**src/lbx_defines.vh**
```
// Shared constants for the local bus transceiver and hold controller
`ifndef LBX_DEFINES_VH
`define LBX_DEFINES_VH

// Bus cycle T-states
`define LBX_ST_TI       3'h0
`define LBX_ST_T1       3'h1
`define LBX_ST_T2       3'h2
`define LBX_ST_T3       3'h3
`define LBX_ST_TW       3'h4
`define LBX_ST_T4       3'h5
`define LBX_ST_HOLD     3'h6
`define LBX_ST_W        3

// Cycle kinds requested by the core
`define LBX_KIND_MEM_RD 2'h0
`define LBX_KIND_MEM_WR 2'h1
`define LBX_KIND_IO_RD  2'h2
`define LBX_KIND_IO_WR  2'h3
`define LBX_KIND_W      2

// Phases within one T-state: clock high half then low half
`define LBX_PH_HI       1'b0
`define LBX_PH_LO       1'b1

// Direction levels on the transceiver
`define LBX_DIR_TX      1'b1
`define LBX_DIR_RX      1'b0

`endif

```
**src/lbx_sync2.v**
```verilog
// Two-stage synchroniser for a single level from outside the clock domain
`timescale 1ns/1ps
`default_nettype none
module lbx_sync2 (
	input  wire sys_clk_i,
	input  wire nrst_i,
	input  wire async_i,
	output wire sync_o
);
	reg meta_q;
	reg sync_q;

	// First stage feeds only the second
	always @(posedge sys_clk_i or negedge nrst_i) begin
		if (!nrst_i) begin
			meta_q <= 1'b0;
			sync_q <= 1'b0;
		end else begin
			meta_q <= async_i;
			sync_q <= meta_q;
		end
	end

	assign sync_o = sync_q;
endmodule
`default_nettype wire

```
**src/lbx_bus_ctrl.v**
```verilog
// Local bus cycle sequencer: transceiver steering and hold handshake
// Summary of operation
// - Direction is high when transmitting, low when receiving.
// - Direction follows memory/IO select timing; equals status bit one.
// - Direction floats while the bus is granted away.
// - Data enable asserts low in memory, IO and interrupt-ack cycles.
// - Read or irq-ack: enable from middle of T2 to middle of T4.
// - Write: enable from start of T2 to middle of T4.
// - Data enable floats while the bus is granted away.
// - Acknowledge rises at the end of T4 or idle, never inside a cycle.
// - Bus and control lines float together with the acknowledge.
// - Acknowledge drops once hold request is seen low.
// - Lines are driven again only when the next cycle starts.
`timescale 1ns/1ps
`default_nettype none
`include "lbx_defines.vh"
module lbx_bus_ctrl (
	input  wire                     sys_clk_i,
	input  wire                     nrst_i,
	input  wire                     cyc_req_i,
	input  wire [`LBX_KIND_W-1:0]   cyc_kind_i,
	input  wire                     cyc_irq_ack_i,
	input  wire                     ready_i,
	input  wire                     hold_req_i,
	output reg                      cyc_busy_o,
	output reg                      cyc_done_o,
	output reg                      mem_io_sel_o,
	output reg                      status_bit_one_o,
	output reg                      xcvr_direction_o,
	output reg                      xcvr_direction_oe_o,
	output reg                      xcvr_output_enable_n_o,
	output reg                      xcvr_output_enable_n_oe_o,
	output reg                      irq_ack_strobe_n_o,
	output reg                      ctrl_oe_o,
	output reg                      bus_grant_ack_o,
	output reg  [2:0]               tstate_o
);
	// The core runs two phases per T-state, so one T-state spans two
	// sys_clk edges; this gives the half-cycle placement the strobes need.
	reg  [2:0]             st_q;
	reg  [2:0]             st_d;
	reg                    ph_q;
	reg  [`LBX_KIND_W-1:0] kind_q;
	reg                    iack_q;
	reg                    grant_q;
	reg                    grant_d;
	wire                   hold_s;
	wire                   ready_s;

	// External pins cross into the clock domain before use
	lbx_sync2 u_hold_sync (
		.sys_clk_i (sys_clk_i),
		.nrst_i    (nrst_i),
		.async_i   (hold_req_i),
		.sync_o    (hold_s)
	);

	lbx_sync2 u_rdy_sync (
		.sys_clk_i (sys_clk_i),
		.nrst_i    (nrst_i),
		.async_i   (ready_i),
		.sync_o    (ready_s)
	);

	function is_write;
		input [`LBX_KIND_W-1:0] k;
		begin
			is_write = (k == `LBX_KIND_MEM_WR) || (k == `LBX_KIND_IO_WR);
		end
	endfunction

	function is_io;
		input [`LBX_KIND_W-1:0] k;
		begin
			is_io = (k == `LBX_KIND_IO_RD) || (k == `LBX_KIND_IO_WR);
		end
	endfunction

	// Next T-state, evaluated at the end of a T-state (low phase)
	always @* begin
		st_d    = st_q;
		grant_d = grant_q;
		case (st_q)
		`LBX_ST_TI: begin
			if (hold_s) begin
				st_d    = `LBX_ST_HOLD;
				grant_d = 1'b1;
			end else if (cyc_req_i) begin
				st_d = `LBX_ST_T1;
			end
		end
		`LBX_ST_T1: st_d = `LBX_ST_T2;
		`LBX_ST_T2: st_d = `LBX_ST_T3;
		`LBX_ST_T3: st_d = ready_s ? `LBX_ST_T4 : `LBX_ST_TW;
		`LBX_ST_TW: st_d = ready_s ? `LBX_ST_T4 : `LBX_ST_TW;
		`LBX_ST_T4: begin
			if (hold_s) begin
				st_d    = `LBX_ST_HOLD;
				grant_d = 1'b1;
			end else if (cyc_req_i) begin
				st_d = `LBX_ST_T1;
			end else begin
				st_d = `LBX_ST_TI;
			end
		end
		`LBX_ST_HOLD: begin
			if (!hold_s) begin
				st_d    = `LBX_ST_TI;
				grant_d = 1'b0;
			end
		end
		default: begin
			st_d    = `LBX_ST_TI;
			grant_d = 1'b0;
		end
		endcase
	end

	// Sequencer state and latched cycle attributes
	always @(posedge sys_clk_i or negedge nrst_i) begin
		if (!nrst_i) begin
			st_q    <= `LBX_ST_TI;
			ph_q    <= `LBX_PH_HI;
			kind_q  <= `LBX_KIND_MEM_RD;
			iack_q  <= 1'b0;
			grant_q <= 1'b0;
		end else begin
			ph_q <= ~ph_q;
			if (ph_q == `LBX_PH_LO) begin
				st_q <= st_d;
				// Hold is granted at the T-state boundary, which on
				// the pins reads as the end of T4 or TI, as tstate_o leaves it.
				grant_q <= grant_d;
				if (st_d == `LBX_ST_T1) begin
					kind_q <= cyc_kind_i;
					iack_q <= cyc_irq_ack_i;
				end
			end
		end
	end

	// Pin outputs, all registered
	always @(posedge sys_clk_i or negedge nrst_i) begin
		if (!nrst_i) begin
			cyc_busy_o                <= 1'b0;
			cyc_done_o                <= 1'b0;
			mem_io_sel_o              <= 1'b0;
			status_bit_one_o          <= `LBX_DIR_RX;
			xcvr_direction_o          <= `LBX_DIR_RX;
			xcvr_direction_oe_o       <= 1'b0;
			xcvr_output_enable_n_o    <= 1'b1;
			xcvr_output_enable_n_oe_o <= 1'b0;
			irq_ack_strobe_n_o        <= 1'b1;
			ctrl_oe_o                 <= 1'b0;
			bus_grant_ack_o           <= 1'b0;
			tstate_o                  <= `LBX_ST_TI;
		end else begin
			tstate_o        <= st_q;
			bus_grant_ack_o <= grant_q;
			cyc_busy_o      <= (st_q != `LBX_ST_TI) &&
				(st_q != `LBX_ST_HOLD);
			cyc_done_o      <= (st_q == `LBX_ST_T4) &&
				(ph_q == `LBX_PH_LO);
			// Direction and memory/IO change together at T1 start
			if (st_q == `LBX_ST_T1) begin
				mem_io_sel_o     <= is_io(kind_q) && !iack_q;
				xcvr_direction_o <= is_write(kind_q) && !iack_q;
				status_bit_one_o <= is_write(kind_q) && !iack_q;
			end
			// Float with the grant; drive again only at the next T1
			if (grant_q) begin
				xcvr_direction_oe_o       <= 1'b0;
				xcvr_output_enable_n_oe_o <= 1'b0;
				ctrl_oe_o                 <= 1'b0;
			end else if (st_q == `LBX_ST_T1) begin
				xcvr_direction_oe_o       <= 1'b1;
				xcvr_output_enable_n_oe_o <= 1'b1;
				ctrl_oe_o                 <= 1'b1;
			end
			// Data enable window
			if ((st_q == `LBX_ST_T2) && (ph_q == `LBX_PH_HI)) begin
				xcvr_output_enable_n_o <= !is_write(kind_q) || iack_q;
			end else if ((st_q == `LBX_ST_T2) && (ph_q == `LBX_PH_LO)) begin
				xcvr_output_enable_n_o <= 1'b0;
			end else if ((st_q == `LBX_ST_T4) && (ph_q == `LBX_PH_LO)) begin
				xcvr_output_enable_n_o <= 1'b1;
			end
			// Interrupt-acknowledge strobe over T2, T3 and waits
			// Launched with tstate_o, so it covers exactly those pin states
			irq_ack_strobe_n_o <= !(iack_q && ((st_q == `LBX_ST_T2) ||
				(st_q == `LBX_ST_T3) || (st_q == `LBX_ST_TW)));
		end
	end
endmodule
`default_nettype wire

```
**config.mk**
```make
export PLATFORM = sky130hd
export DESIGN_NAME = lbx_bus_ctrl
export DESIGN_NICKNAME = d
export VERILOG_FILES = /design/src/lbx_sync2.v /design/src/lbx_bus_ctrl.v
export VERILOG_INCLUDE_DIRS = /design/src /design/src/src
export SDC_FILE = /design/constraint.sdc
export NUM_CORES = 1
export LEC_CHECK = 0
export BUFFER_PORTS_ARGS = -buffer_cell sky130_fd_sc_hd__buf_2
export CORE_ASPECT_RATIO = 1.2
export CORE_UTILIZATION = 45
export CTS_CLUSTER_DIAMETER = 200
export CTS_CLUSTER_SIZE = 10
export DETAILED_ROUTE_END_ITERATION = 10
export PLACE_DENSITY_LB_ADDON = 0.25
export SLEW_MARGIN = 40
export SYNTH_ARGS = -nofsm -noshare
export SYNTH_HDL_FRONTEND = slang
export SYNTH_HIERARCHICAL = 1
export SYNTH_SLANG_ARGS = --single-unit
```
**constraint.sdc**
```tcl
create_clock -name sys_clk_i -period 4.16 [get_ports sys_clk_i]
set_clock_uncertainty 0.05 [all_clocks]
set_input_delay 0.832 -clock sys_clk_i [delete_from_list [all_inputs] [get_ports sys_clk_i]]
set_output_delay 0.832 -clock sys_clk_i [all_outputs]
set_load 0.02 [all_outputs]
```
==> flow_metrics.py <==
metrics = {
    "run_status": {
        "status": "completed",
    },
    "floorplanning": {
        "placementRows": 18,
        "die-area_um2": 2360,
        "coreArea_um2": 2050,
        "die_w_um": 44.5,
        "design.portCount": 22,
        "die_y_um": 53.0,
        "floorplan.initialDensity_pct": 47.6,
    },
    "yosys": {
        "yosysMostFrequentCell": "sky130_fd_sc_hd__dfrtp_1",
        "netlist_top_cells_area": "sky130_fd_sc_hd__dfrtp_1, sky130_fd_sc_hd__dfstp_2, sky130_fd_sc_hd__mux2_1",
        "synth_common_cells": "sky130_fd_sc_hd__dfrtp_1, sky130_fd_sc_hd__nand2_1, sky130_fd_sc_hd__o21ai_0",
        "synth_top_family_by_area": "simple AND/OR/NAND/NOR gates",
        "yosysUniqueCellTypes": 31,
        "yosys_warnings": 6,
        "synthFlopType": "sky130_fd_sc_hd__dfrtp_1",
        "synth.avg_cell_area_um2": 11.5,
        "synth.top_cell.area_share_pct": 53.9,
        "synth_edf_count": 0,
        "post_synth_fa_ha_maj_area_fraction_pct": 0,
        "ys_ff_latch": 23,
        "mappedNetlistNets": 93,
        "synthMuxAreaShare_pct": 5.78,
        "synth.cell_area_um2": 975,
        "synth-xor-area-share_pct": 0,
        "synthesized_netlist_cell_count": 85,
        "postSynth.asyncResetShare_pct": 100,
        "synthDominantAreaCellType": "sky130_fd_sc_hd__dfrtp_1",
        "synth_simple_gate_area_share_pct": 16.4,
        "synth-compound-area-share_pct": 12.6,
        "synth-seq-area-share_pct": 59.3,
    },
    "placed_design": {
        "dp_cells": 129,
        "detailed_place_hpwl_mm": 1.18,
        "globalplace.congestion": 0.733,
        "pre_cts_ws_ns": 1.98,
        "i_o_buffers": 21,
    },
    "route": {
        "vias_per_cell": 5.10,
        "first_pass_iters": 4,
        "route.detailed.drc": 0,
        "drt-wirelength-per-cell_um": 12.3,
        "initialDrtViolationCount": 8,
        "wirelength_mm": 1.64,
        "final_antenna_net_count": 0,
        "num_vias": 678,
    },
    "clock_tree": {
        "worstSkewPairLatency_ns": 0.30,
        "cts.sinks": 23,
        "post_cts_resized": 0,
        "worst_case_clock_buffer_depth": 2,
        "postCtsHoldBufs": 0,
        "clkSlewWorstSetupHoldPaths_ns": 0.11,
        "number_of_buffers_inserted_by_post_cts_setup_repair": 0,
        "htree_num_levels": 1,
        "clock_tree.root_cell": "sky130_fd_sc_hd__clkbuf_4",
        "tritoncts_clock_tree": "yes",
        "cts_buffers": 3,
    },
    "critical_path": {
        "r2r_start": "st_q[2]$_DFFE_PN0P_",
        "crit_fanout": 17,
        "worst_setup_path_startpoint": "st_q[2]$_DFFE_PN0P_",
        "setup_slack_on_the_worst_flop_to_flop_path_ns": 1.99,
        "cp-end-kind": "register",
        "worstSetupStartpointType": "register",
        "reg2regPathDepth": 4,
        "critPathCapture": "kind_q[1]$_DFFE_PN0P_",
        "data_arrival_time_at_the_worst_slack_endpoint_ns": 2.31,
        "critical_r2r_capture": "kind_q[1]$_DFFE_PN0P_",
        "crit_required_ns": 4.30,
        "crit_type": "register to register",
    },
    "sta": {
        "final_min_period_over_clock_period_pct": 52.2,
        "finalSetupViolations": 0,
        "post-route-worst-setup-slack_ns": 1.99,
        "grt_setup_unrepaired": "false",
        "min_period_ns": 2.17,
        "hold_violations": 0,
        "worst-slew-pin-transition_ns": 0.480,
        "slew_viol_final": 0,
        "setup-tns-final_ns": 0,
        "timing.fmax_mhz": 461,
        "max_slew_headroom_pct": 68.0,
    },
    "finish": {
        "nFillCells": 191,
        "share_of_cells_above_drive_strength_1_pct": 30.1,
        "layout_area_growth_over_synthesis_pct": 12.6,
        "utilization_after_layout_pct": 53.5,
        "finalNonFillerCells": 133,
        "nets": 112,
        "antenna-diode-count": 0,
    },
    "min_path": {
        "timing.hold.worst.start": "u_hold_sync/meta_q$_DFF_PN0_",
        "worst_hold_path_type": "register to register",
    },
    "power": {
        "part_of_the_total_power_dissipated_in_combinational_logic_pct": 37.8,
        "power.share.switching_pct": 39.9,
        "power_leakage_nw": 0.509,
        "switching_power_w": 0.000312,
        "clock_power_share_pct": 12.8,
        "vdd.ir_drop.worst_mv": 0.413,
        "p_int_w": 0.000471,
        "p_seq_share_pct": 49.5,
        "power_density_nw_per_um2": 713,
    },
    "grt": {
        "grt_antenna_before_repair": 0,
        "largest_net_degree_at_the_start_of_global_routing": 24,
        "grt.total_usage_pct": 15.9,
        "grt_pass1_vias": 613,
        "grt_pass1_wl_mm": 2.64,
        "gr_overflow_total": 0,
    },
    "flow_run": {
        "cap_viol_max_count": 0,
    },
}
==> layout make-up <==
type / instances / area (um2) / area share, %
sequential: 23 / 578 / 52.7
inverter: 3 / 11.3 / 1.03
clock buffer: 4 / 26.3 / 2.39
tap: 30 / 37.5 / 3.42
multi-input combinational: 52 / 339 / 30.9
timing repair buffer: 21 / 105 / 9.58
==> per-stage QoR <==
step / total power (W) / hold WS (ns) / area [um2]
global route: 0.000840 / 0.326 / 1100
detailed placement: 0.000690 / 0.291 / 1070
global placement: 0.000678 / 0.285 / 1070
CTS: 0.000793 / 0.319 / 1100
finish: 0.000783 / 0.313 / 1100
floorplan: 0.000609 / 0.281 / 975
==> routing by layer <==
layer	track usage (%)	vias to the layer above	wire length (um)
met5	0	-	0
met3	3.07	2	54
li1	-	332	-
met4	9.09	0	19
met2	27.5	16	875
met1	17.8	328	686
==> how the worst min path moves through the flow <==
stage,end,slack (ns),depth (start not counted)
after floorplan,u_hold_sync/sync_o$_DFF_PN0_,0.28,0
after CTS,u_hold_sync/sync_o$_DFF_PN0_,0.32,0
after global placement,u_hold_sync/sync_o$_DFF_PN0_,0.29,0
after detailed placement,u_hold_sync/sync_o$_DFF_PN0_,0.29,0
after global routing,u_hold_sync/sync_o$_DFF_PN0_,0.33,0
final,u_hold_sync/sync_o$_DFF_PN0_,0.31,0
==> power by group through the flow <==
stage / combinational, W / sequential, W / clock, W
after floorplan: 0.000211 / 0.000398 / 0
after global placement: 0.000292 / 0.000386 / 0
after detailed placement: 0.000297 / 0.000393 / 0
after CTS: 0.000299 / 0.000389 / 0.000105
after global routing: 0.000329 / 0.000402 / 0.000109
final: 0.000296 / 0.000387 / 0.0000999
==> layout by cell type, fill, tap and decap left out, types with 3 or more instances in the layout <==
master,count
sky130_fd_sc_hd__a21oi_1,3
sky130_fd_sc_hd__clkbuf_4,3
sky130_fd_sc_hd__dfrtp_1,21
sky130_fd_sc_hd__mux2_1,4
sky130_fd_sc_hd__o21ai_0,6
sky130_fd_sc_hd__inv_1,3
sky130_fd_sc_hd__nand2_1,7
sky130_fd_sc_hd__buf_2,21
sky130_fd_sc_hd__nor2_1,5
sky130_fd_sc_hd__nor3b_1,3
==> cell families after synthesis <==
family | after synthesis
mux | 5
buf+inv | 10
simple gates | 28
flops | 23
compound gates | 19
==> worst max-delay path, stage by stage, from the launching register on <==
cell	delay (ns)
sky130_fd_sc_hd__dfrtp_1	0.57
sky130_fd_sc_hd__or4_1	0.58
sky130_fd_sc_hd__o211a_1	0.14
sky130_fd_sc_hd__a2111o_1	0.39
sky130_fd_sc_hd__mux2_1	0.33
==> state kept, by name, indices dropped and copies added, names as in the netlist <==
register                count
tstate_o                    3
ctrl_oe_o                   1
kind_q                      2
u_rdy_sync/sync_o           1
u_hold_sync/sync_o          1
mem_io_sel_o                1
xcvr_output_enable_n_o      1
ph_q                        1
iack_q                      1
u_hold_sync/meta_q          1
grant_q                     1
st_q                        3
cyc_busy_o                  1
irq_ack_strobe_n_o          1
bus_grant_ack_o             1
cyc_done_o                  1
xcvr_direction_o            1
u_rdy_sync/meta_q           1
Power figures use the tool's default switching activity.
